`config.mk`:
```
export PLATFORM = sky130hd
export DESIGN_NAME = oag_top
export DESIGN_NICKNAME = d
export VERILOG_FILES = /design/src/oag_pkg.sv /design/src/oag_regfile.sv /design/src/oag_decode.sv /design/src/oag_top.sv
export SDC_FILE = /design/constraint.sdc
export NUM_CORES = 1
export LEC_CHECK = 0
export ABC_CLOCK_PERIOD_IN_PS = 6400
export BUFFER_PORTS_ARGS = -buffer_cell sky130_fd_sc_hd__buf_2
export CORE_MARGIN = 2
export CORE_UTILIZATION = 31
export DETAILED_ROUTE_END_ITERATION = 7
export GPL_ROUTABILITY_DRIVEN = 0
export GPL_TIMING_DRIVEN = 0
export PLACE_DENSITY = 0.48
export REMOVE_ABC_BUFFERS = 1
export SYNTH_ARGS = -nofsm -noshare
export SYNTH_HDL_FRONTEND = slang
export SYNTH_SLANG_ARGS = --single-unit
```
`constraint.sdc`:
```
create_clock -name clk_sys -period 6.4 [get_ports clk_sys]
set_input_delay 0.32 -clock clk_sys [delete_from_list [all_inputs] [get_ports clk_sys]]
set_output_delay 0.32 -clock clk_sys [all_outputs]
set_load 0.02 [all_outputs]
```
`src/oag_pkg.sv`:
```
// package for the operand address generator: specifier fields, modes, steps
// assumes a 16-bit byte-addressed memory and eight 16-bit general registers
package oag_pkg;
    localparam int OAG_DATA_W = 16;
    localparam int OAG_REG_N = 8;
    localparam logic [2:0] OAG_SP_IDX = 3'h6;
    localparam logic [2:0] OAG_PC_IDX = 3'h7;
    localparam int OAG_BYTE_BIT = 15;
    localparam int OAG_SRC_LSB = 6;
    localparam int OAG_DST_LSB = 0;
    localparam logic [15:0] OAG_STEP_BYTE = 16'h0001;
    localparam logic [15:0] OAG_STEP_WORD = 16'h0002;
    localparam logic [15:0] OAG_REG_RST = 16'h0000;
    localparam logic [2:0] OAG_MODE_REG = 3'h0;
    localparam logic [2:0] OAG_MODE_AINC = 3'h2;
    localparam logic [2:0] OAG_MODE_ADEC = 3'h4;
    localparam logic [2:0] OAG_MODE_IDX = 3'h6;

    typedef struct packed {
        logic [2:0] mode;
        logic [2:0] regsel;
    } oag_spec_s;

    typedef struct packed {
        logic [15:0] value;
        logic [15:0] addr;
        logic in_reg;
    } oag_opnd_s;

    typedef enum logic [7:0] {
        OAG_IDLE = 8'h01,
        OAG_STEP = 8'h02,
        OAG_EXT = 8'h04,
        OAG_PTR = 8'h08,
        OAG_RDOP = 8'h10,
        OAG_DONE = 8'h20,
        OAG_WRITE = 8'h40,
        OAG_WMEM = 8'h80
    } oag_state_e;
endpackage

```
`src/oag_regfile.sv`:
```
// eight general registers with one write port and byte-lane write
// assumes a single writer per cycle from the address generator
`timescale 1ns/10ps
module oag_regfile
    import oag_pkg::*;
#(
    parameter int WIDTH = 16
)
(
    input wire logic clk_sys,
    input wire logic reset,
    input wire logic wr_en,
    input wire logic wr_low_only,
    input wire logic [2:0] wr_sel,
    input wire logic [WIDTH-1:0] wr_data,
    output logic [WIDTH*8-1:0] regs_flat
);
    // byte lane split below is fixed at eight bits of a 16-bit word
    if (WIDTH != 16)
    begin : g_bad_width
        $error("oag_regfile: width must be 16");
    end

    logic [WIDTH-1:0] regs_reg [0:7];

    genvar g;
    generate
        for (g = 0; g < 8; g = g + 1)
        begin : g_reg
            wire hit = wr_en && (wr_sel == 3'(g));
            wire [WIDTH-1:0] reg_next = wr_low_only ?
                {regs_reg[g][WIDTH-1:8], wr_data[7:0]} : wr_data;
            always_ff @(posedge clk_sys)
            begin
                if (reset)
                    regs_reg[g] <= OAG_REG_RST;
                else if (hit)
                    regs_reg[g] <= reg_next;
            end
            assign regs_flat[g*WIDTH +: WIDTH] = regs_reg[g];
        end
    endgenerate
endmodule

```
`src/oag_decode.sv`:
```
// combinational decode of one 6-bit operand specifier
// assumes byte flag comes from bit 15 of the instruction word
`timescale 1ns/10ps
module oag_decode
    import oag_pkg::*;
(
    input wire logic [5:0] spec_bits,
    input wire logic byte_op,
    output oag_spec_s spec,
    output logic deferred,
    output logic needs_ext,
    output logic [15:0] step
);
    // low three bits pick the register, upper three the mode
    // one driver for the whole struct: mode in the upper bits, register below
    assign spec = oag_spec_s'(spec_bits);
    assign deferred = spec_bits[3];
    assign needs_ext = (spec_bits[5:4] == 2'h3);
    // word step for sp, pc and any pointer fetch
    wire wide = !byte_op || deferred || (spec_bits[2:0] == OAG_SP_IDX)
        || (spec_bits[2:0] == OAG_PC_IDX);
    assign step = wide ? OAG_STEP_WORD : OAG_STEP_BYTE;
endmodule

```
`src/oag_top.sv`:
```
// operand address generator: resolves source and destination operands
// assumes a memory port that answers a read with mem_rvalid some cycles later
`timescale 1ns/10ps
module oag_top
    import oag_pkg::*;
(
    input wire logic clk_sys,
    input wire logic reset,
    input wire logic start,
    input wire logic [15:0] instr,
    input wire logic two_op,
    input wire logic [15:0] result,
    input wire logic result_valid,
    input wire logic [15:0] mem_rdata,
    input wire logic mem_rvalid,
    output logic mem_req_reg,
    output logic mem_we_reg,
    output logic mem_byte_reg,
    output logic [15:0] mem_addr_reg,
    output logic [15:0] mem_wdata_reg,
    output logic [15:0] src_value_reg,
    output logic [15:0] dst_value_reg,
    output logic operands_ready_reg,
    output logic done_reg,
    output logic busy_reg
);
    // ****************************************
    // decode and register file
    // ****************************************
    oag_state_e state_reg;
    oag_state_e state_next;
    logic phase_reg; // 0 source, or the sole operand of a one-operand op; 1 destination
    logic [15:0] addr_reg;
    logic [15:0] dst_addr_reg;
    logic dst_in_reg_reg;
    logic [127:0] regs_flat;
    oag_spec_s spec;
    logic deferred;
    logic needs_ext;
    logic [15:0] step;
    logic rf_we;
    logic rf_low;
    logic [2:0] rf_sel;
    logic [15:0] rf_data;

    wire byte_op = instr[OAG_BYTE_BIT];
    // source first so its extension word is consumed before the destination's
    wire [5:0] cur_bits = (two_op && !phase_reg) ? instr[OAG_SRC_LSB +: 6]
        : instr[OAG_DST_LSB +: 6];

    oag_decode u_dec (
        .spec_bits(cur_bits),
        .byte_op(byte_op),
        .spec(spec),
        .deferred(deferred),
        .needs_ext(needs_ext),
        .step(step)
    );

    oag_regfile #(.WIDTH(16)) u_rf (
        .clk_sys(clk_sys),
        .reset(reset),
        .wr_en(rf_we),
        .wr_low_only(rf_low),
        .wr_sel(rf_sel),
        .wr_data(rf_data),
        .regs_flat(regs_flat)
    );

    function automatic logic [15:0] reg_of(input logic [127:0] f, input logic [2:0] s);
        reg_of = f[{s, 4'h0} +: 16];
    endfunction

    wire [15:0] sel_val = reg_of(regs_flat, spec.regsel);
    wire [15:0] pc_val = reg_of(regs_flat, OAG_PC_IDX);
    wire [2:0] base_mode = {spec.mode[2:1], 1'b0};
    wire is_reg_mode = (spec.mode == OAG_MODE_REG);
    wire [15:0] dec_val = sel_val - step;
    wire [15:0] inc_val = sel_val + step;
    wire last_phase = !two_op || phase_reg;

    // ****************************************
    // state sequencing
    // ****************************************
    always_comb
    begin
        state_next = state_reg;
        unique case (state_reg)
            OAG_IDLE: if (start) state_next = OAG_STEP;
            OAG_STEP:
            begin
                if (is_reg_mode)
                    state_next = OAG_DONE;
                else if (needs_ext)
                    state_next = OAG_EXT;
                else if (deferred && spec.mode != 3'h1)
                    state_next = OAG_PTR;
                else
                    state_next = OAG_RDOP;
            end
            OAG_EXT: if (mem_rvalid) state_next = deferred ? OAG_PTR : OAG_RDOP;
            OAG_PTR: if (mem_rvalid) state_next = OAG_RDOP;
            OAG_RDOP: if (mem_rvalid) state_next = OAG_DONE;
            OAG_DONE: if (!last_phase) state_next = OAG_STEP;
                      else state_next = OAG_WRITE;
            OAG_WRITE:
            begin
                if (result_valid)
                    state_next = dst_in_reg_reg ? OAG_IDLE : OAG_WMEM;
            end
            OAG_WMEM: state_next = OAG_IDLE;
            default: state_next = OAG_IDLE;
        endcase
    end

    // register writes: auto steps, pc advance, result into a register
    always_comb
    begin
        rf_we = 1'b0;
        rf_low = 1'b0;
        rf_sel = spec.regsel;
        rf_data = 16'h0000;
        if (state_reg == OAG_STEP && base_mode == OAG_MODE_AINC)
        begin
            rf_we = 1'b1;
            rf_data = inc_val;
        end
        else if (state_reg == OAG_STEP && base_mode == OAG_MODE_ADEC)
        begin
            rf_we = 1'b1;
            rf_data = dec_val;
        end
        else if (state_reg == OAG_EXT && mem_rvalid)
        begin
            rf_we = 1'b1;
            rf_sel = OAG_PC_IDX;
            rf_data = pc_val + OAG_STEP_WORD;
        end
        else if (state_reg == OAG_WRITE && result_valid && dst_in_reg_reg)
        begin
            rf_we = 1'b1;
            rf_low = byte_op;
            rf_sel = instr[2:0];
            rf_data = result;
        end
    end

    // first address of the operand chain
    wire [15:0] first_addr = (base_mode == OAG_MODE_ADEC) ? dec_val : sel_val;
    // index base: pc already past the extension word
    wire [15:0] idx_base = (spec.regsel == OAG_PC_IDX) ? pc_val + OAG_STEP_WORD
        : sel_val;

    // ****************************************
    // datapath and memory port
    // ****************************************
    always_ff @(posedge clk_sys)
    begin
        if (reset)
        begin
            state_reg <= OAG_IDLE;
            phase_reg <= 1'b0;
            addr_reg <= 16'h0000;
            dst_addr_reg <= 16'h0000;
            dst_in_reg_reg <= 1'b0;
            mem_req_reg <= 1'b0;
            mem_we_reg <= 1'b0;
            mem_byte_reg <= 1'b0;
            mem_addr_reg <= 16'h0000;
            mem_wdata_reg <= 16'h0000;
            src_value_reg <= 16'h0000;
            dst_value_reg <= 16'h0000;
            operands_ready_reg <= 1'b0;
            done_reg <= 1'b0;
            busy_reg <= 1'b0;
        end
        else
        begin
            state_reg <= state_next;
            mem_req_reg <= 1'b0;
            mem_we_reg <= 1'b0;
            operands_ready_reg <= 1'b0;
            done_reg <= 1'b0;
            busy_reg <= (state_next != OAG_IDLE);
            if (state_reg == OAG_IDLE)
                phase_reg <= 1'b0;
            if (state_reg == OAG_STEP)
            begin
                if (is_reg_mode)
                begin
                    // operand straight from register, byte op sees low byte
                    if (phase_reg || !two_op)
                        dst_value_reg <= byte_op ? {8'h00, sel_val[7:0]} : sel_val;
                    else
                        src_value_reg <= byte_op ? {8'h00, sel_val[7:0]} : sel_val;
                end
                else
                begin
                    mem_req_reg <= 1'b1;
                    mem_byte_reg <= 1'b0;
                    // index modes read the word at pc, the next instruction word
                    mem_addr_reg <= needs_ext ? pc_val : first_addr;
                    mem_byte_reg <= !needs_ext && !(deferred && spec.mode != 3'h1)
                        && byte_op && (spec.regsel != OAG_PC_IDX);
                end
            end
            if (state_reg == OAG_EXT && mem_rvalid)
            begin
                // sum only, register left as it was
                mem_req_reg <= 1'b1;
                mem_addr_reg <= mem_rdata + idx_base;
                mem_byte_reg <= !deferred && byte_op;
                addr_reg <= mem_rdata + idx_base;
            end
            if (state_reg == OAG_PTR && mem_rvalid)
            begin
                // word read is the operand address
                mem_req_reg <= 1'b1;
                mem_addr_reg <= mem_rdata;
                mem_byte_reg <= byte_op;
                addr_reg <= mem_rdata;
            end
            if (state_reg == OAG_STEP && !is_reg_mode && !needs_ext)
                addr_reg <= first_addr;
            if (state_reg == OAG_RDOP && mem_rvalid)
            begin
                if (last_phase)
                    dst_value_reg <= byte_op ? {8'h00, mem_rdata[7:0]} : mem_rdata;
                else
                    src_value_reg <= byte_op ? {8'h00, mem_rdata[7:0]} : mem_rdata;
            end
            if (state_reg == OAG_DONE)
            begin
                phase_reg <= 1'b1;
                if (last_phase)
                begin
                    operands_ready_reg <= 1'b1;
                    dst_in_reg_reg <= is_reg_mode;
                    dst_addr_reg <= addr_reg;
                end
            end
            if (state_reg == OAG_WRITE && result_valid && !dst_in_reg_reg)
            begin
                // result only to destination location
                mem_req_reg <= 1'b1;
                mem_we_reg <= 1'b1;
                mem_byte_reg <= byte_op;
                mem_addr_reg <= dst_addr_reg;
                mem_wdata_reg <= result;
            end
            if (state_reg == OAG_WMEM || (state_reg == OAG_WRITE && result_valid
                && dst_in_reg_reg))
                done_reg <= 1'b1;
        end
    end

    // ****************************************
    // checks
    // ****************************************
    pc_ext_step_a: assert property (@(posedge clk_sys) disable iff (reset)
        (state_reg == OAG_EXT && mem_rvalid) |=> (reg_of(regs_flat, OAG_PC_IDX)
        == $past(pc_val) + 16'h0002))
        else $error("pc not advanced by two after extension fetch");
    ext_from_pc_a: assert property (@(posedge clk_sys) disable iff (reset)
        (state_reg == OAG_STEP && needs_ext && !is_reg_mode) |=>
        (mem_req_reg && mem_addr_reg == $past(pc_val)))
        else $error("extension word not read at pc");
    ainc_step_a: assert property (@(posedge clk_sys) disable iff (reset)
        (state_reg == OAG_STEP && spec.mode == OAG_MODE_AINC) |=>
        (mem_addr_reg == $past(sel_val)))
        else $error("autoincrement used wrong address");
    adec_addr_a: assert property (@(posedge clk_sys) disable iff (reset)
        (state_reg == OAG_STEP && spec.mode == OAG_MODE_ADEC) |=>
        (mem_addr_reg == $past(sel_val) - $past(step)))
        else $error("autodecrement address not predecremented");
    sp_even_step_a: assert property (@(posedge clk_sys) disable iff (reset)
        (spec.regsel == OAG_SP_IDX) |-> (step == 16'h0002))
        else $error("stack pointer step not two");
    defer_step_a: assert property (@(posedge clk_sys) disable iff (reset)
        (deferred && spec.mode[2:1] != 2'h0) |-> (step == 16'h0002))
        else $error("deferred step not two");
    reg_mode_nomem_a: assert property (@(posedge clk_sys) disable iff (reset)
        (state_reg == OAG_STEP && is_reg_mode) |=> !mem_req_reg)
        else $error("register mode touched memory");
    ptr_addr_a: assert property (@(posedge clk_sys) disable iff (reset)
        (state_reg == OAG_PTR && mem_rvalid) |=> (mem_addr_reg == $past(mem_rdata)))
        else $error("pointer not used as operand address");
    src_first_a: assert property (@(posedge clk_sys) disable iff (reset)
        (state_reg == OAG_STEP && two_op && !phase_reg) |->
        (cur_bits == instr[11:6]))
        else $error("destination decoded before source");
    wire [15:0] rf_old = reg_of(regs_flat, rf_sel);
    byte_reg_write_a: assert property (@(posedge clk_sys) disable iff (reset)
        (rf_we && rf_low) |=> (reg_of(regs_flat, $past(rf_sel)) ==
        {$past(rf_old[15:8]), $past(rf_data[7:0])}))
        else $error("byte write changed upper byte");
endmodule

```
==> out/metrics.yaml <==
hold_class: "in2reg"
synth_compound_area_frac: 0.193
routed_via_density: 5.63
finalCritPeriodShare: 0.949
max-vdd-ir-drop_mv: 0.191
rsz0062_at_grt: "no"
yosysSeqAreaShare: 0.418
rows: 79
synthTopCellsByArea: "edfxtp_1 26%, dfxtp_1 15%, mux2i_1 11%, nor2_1 8.1%, nand2_1 5.0%"
worst_setup_path_start_kind: "register"
overflow: 0
power_density_nw_per_um2: 253
finalWirelength_um: 53300
ys_types: 87
portBuffers: 120
synth.cell_area_sq_um: 14600
crit_end: "addr_reg[13]"
synth_edf_count: 128
drv_cap: 0
worst_slack_ns: 0.329
max_slew_margin: 0.0390
worstPathRequired_ns: 6.87
dominantRegCellSynth: "edfxtp_1"
worst_setup_path_end_kind: "register"
synthXorXnorAreaFrac: 0.0180
period_needed_ns: 6.07
yosysTopAreaCell: "edfxtp_1"
status: "completed"
cts_root_buf: "clkbuf_16"
antenna_left: 0
hpwl_um: 38200
antenna_found_initial: 3
r2r_cells: 17
worst_pin_slew_ns: 1.44
diodes: 0
fp.dieH_um: 221
drt_iter0_drc: 1316
arrival_ns: 6.54
crit_type: "reg2reg"
dr.pass1.iters: 7
yosys.area_share.simple: 0.197
synth_top_area_frac: 0.264
syn_inst: 1651
path_clk_slew_ns: 0.06
grtUsageTotal: 0.214
largest_reg_flops: 128
setup_viol: 0
drive_gt1_frac: 0.147
async_flop_share: 0
wl_per_cell_um: 22.8
core_sq_um: 46500
start_util: 0.314
synthAdderAreaFrac: 0.0213
worst-path-max-fanout: 38
yosys_warnings: 0
grt_pass1_vias: 12200
final-hold-violation-count: 0
num-nets-final: 1789
synth_top_family_by_area: "simple AND/OR/NAND/NOR gates"
synth_seq_cells: 240
reg2reg_slack_ns: 0.33
clock.fmax_mhz: 165
synth.most_common_cell: "nor2_1"
vias: 13200
cp-startpoint: "phase_reg"
yosys-top-cells-count: "315 x nor2_1, 193 x nand2_1, 155 x mux2i_1, 128 x edfxtp_1, 126 x a21oi_1"
dieArea_sq_um: 48700
r2r-end: "addr_reg[13]"
synth_area_per_cell_sq_um: 8.82
die_w_um: 221
whs_ns: 0.0140
finalMaxSlewViolations: 0
clk_latency_ns: 0.58
areaGrowthSynthToFinish_pct: 15.7
drc_errors: 0
cts_buffer_depth: 3
place_worst_setup_slack_ns: -0.177
cts.sinks: 240
nFillCells: 4740
grt_max_degree: 75
numCtsBuffers: 28
skew_ns: 0.0241
h-tree-depth: 1
grt_pass1_wl_um: 78600
cts_tree: "done"
muxShareOfSynthArea: 0.114
io_pins: 124
r2r_start: "phase_reg"
p_leak_nw: 6.42
what timing repair did:
item,in CTS,in global routing
gates resized for setup,3,3
hold buffers,1,0
endpoints found under the hold margin,1,0
buffers inserted,0,2
setup endpoints to repair,11,45
how the worst min path moves through the flow:
stage	end	startpoint	depth (start not counted)	slack, ns
6_report	mem_wdata_reg[15]	result[15]	3	0.01
5_1_grt	mem_wdata_reg[13]	result[13]	3	0.02
4_1_cts	mem_wdata_reg[15]	result[15]	3	0.002
3_5_place_dp	dst_addr_reg[9]	addr_reg[9]	2	0.44
3_3_place_gp	dst_addr_reg[8]	addr_reg[8]	2	0.44
2_1_floorplan	addr_reg[11]	reset	1	0.39
per-layer routing:
metal	global-route usage	vias up	wire, um
li1	-	6190	-
met3	0.0342	93	3480
met4	0.0629	6	1420
met5	0	-	39
met1	0.286	6400	23100
met2	0.357	480	25300
power by group:
| part | switching, mW | internal [mW] |
|---|---|---|
| clock network | 0.686 | 1.08 |
| registers | 0.0296 | 1.66 |
| logic | 0.541 | 0.270 |
placed cells by master, fill, tap and decap left out, drive strengths merged, types with 8 or more instances in the layout:
| cell | count |
|---|---|
| a22oi | 17 |
| o31ai | 12 |
| dfxtp | 112 |
| nor2b | 13 |
| o21ai | 47 |
| xnor2 | 14 |
| nand2 | 193 |
| a21o | 12 |
| o32ai | 21 |
| or2 | 10 |
| a221oi | 25 |
| buf | 143 |
| a211oi | 49 |
| o221ai | 11 |
| clkinv | 8 |
| a31oi | 11 |
| o211ai | 12 |
| nand3 | 28 |
| nor3 | 32 |
| mux2i | 157 |
| nor2 | 315 |
| nor4 | 13 |
| inv | 17 |
| edfxtp | 128 |
| ha | 20 |
| and3 | 10 |
| clkbuf | 37 |
| nand2b | 8 |
| xor2 | 16 |
| a21oi | 127 |
per-stage QoR:
stage / power [mW] / setup TNS [ns] / cells / instance area [sq um] / util
detailed placement: 2.51 / -1.23 / 2285 / 15800 / 0.339
CTS: 4.29 / 0 / 2337 / 16800 / 0.362
finish: 4.27 / 0 / 2340 / 16900 / 0.363
global placement: 2.49 / -433.37 / 2265 / 15400 / 0.332
floorplan: 2.22 / 0 / 1538 / 14100 / -
global route: 4.43 / 0 / 2340 / 16900 / 0.363
cell families (layout without fill, tap and decap cells):
group | count (synthesis) | in the layout
flops | 240 | 240
buf+inv | 132 | 214
mux | 163 | 163
compound gates | 404 | 404
fa+ha+maj | 23 | 23
simple gates | 659 | 659
xor+xnor | 30 | 30
worst max-delay path: stages (launching register included):
cell	delay (ns)
dfxtp_1	0.61
nand2b_4	0.51
buf_12	0.31
a31oi_2	0.44
o32ai_1	0.89
nor2_2	0.33
nand2_1	0.15
nand2_1	0.09
ha_1	0.37
nand3_1	0.12
o2111ai_1	0.30
a41oi_1	0.26
or4b_2	0.69
nand2_1	0.10
xor2_1	0.19
a21oi_1	0.09
or4_1	0.42
o41ai_1	0.07
area by class of cell:
class	count	area [sq um]	area share
clock inverters	14	198	0.0117
inverters	19	71.3	0.00423
multi-input cells	1279	8050	0.477
flip-flops and latches	240	6090	0.361
clock buffers	37	808	0.0479
repair buffers	144	891	0.0528
well taps	607	759	0.0450
(Power assumes the default switching activity.)
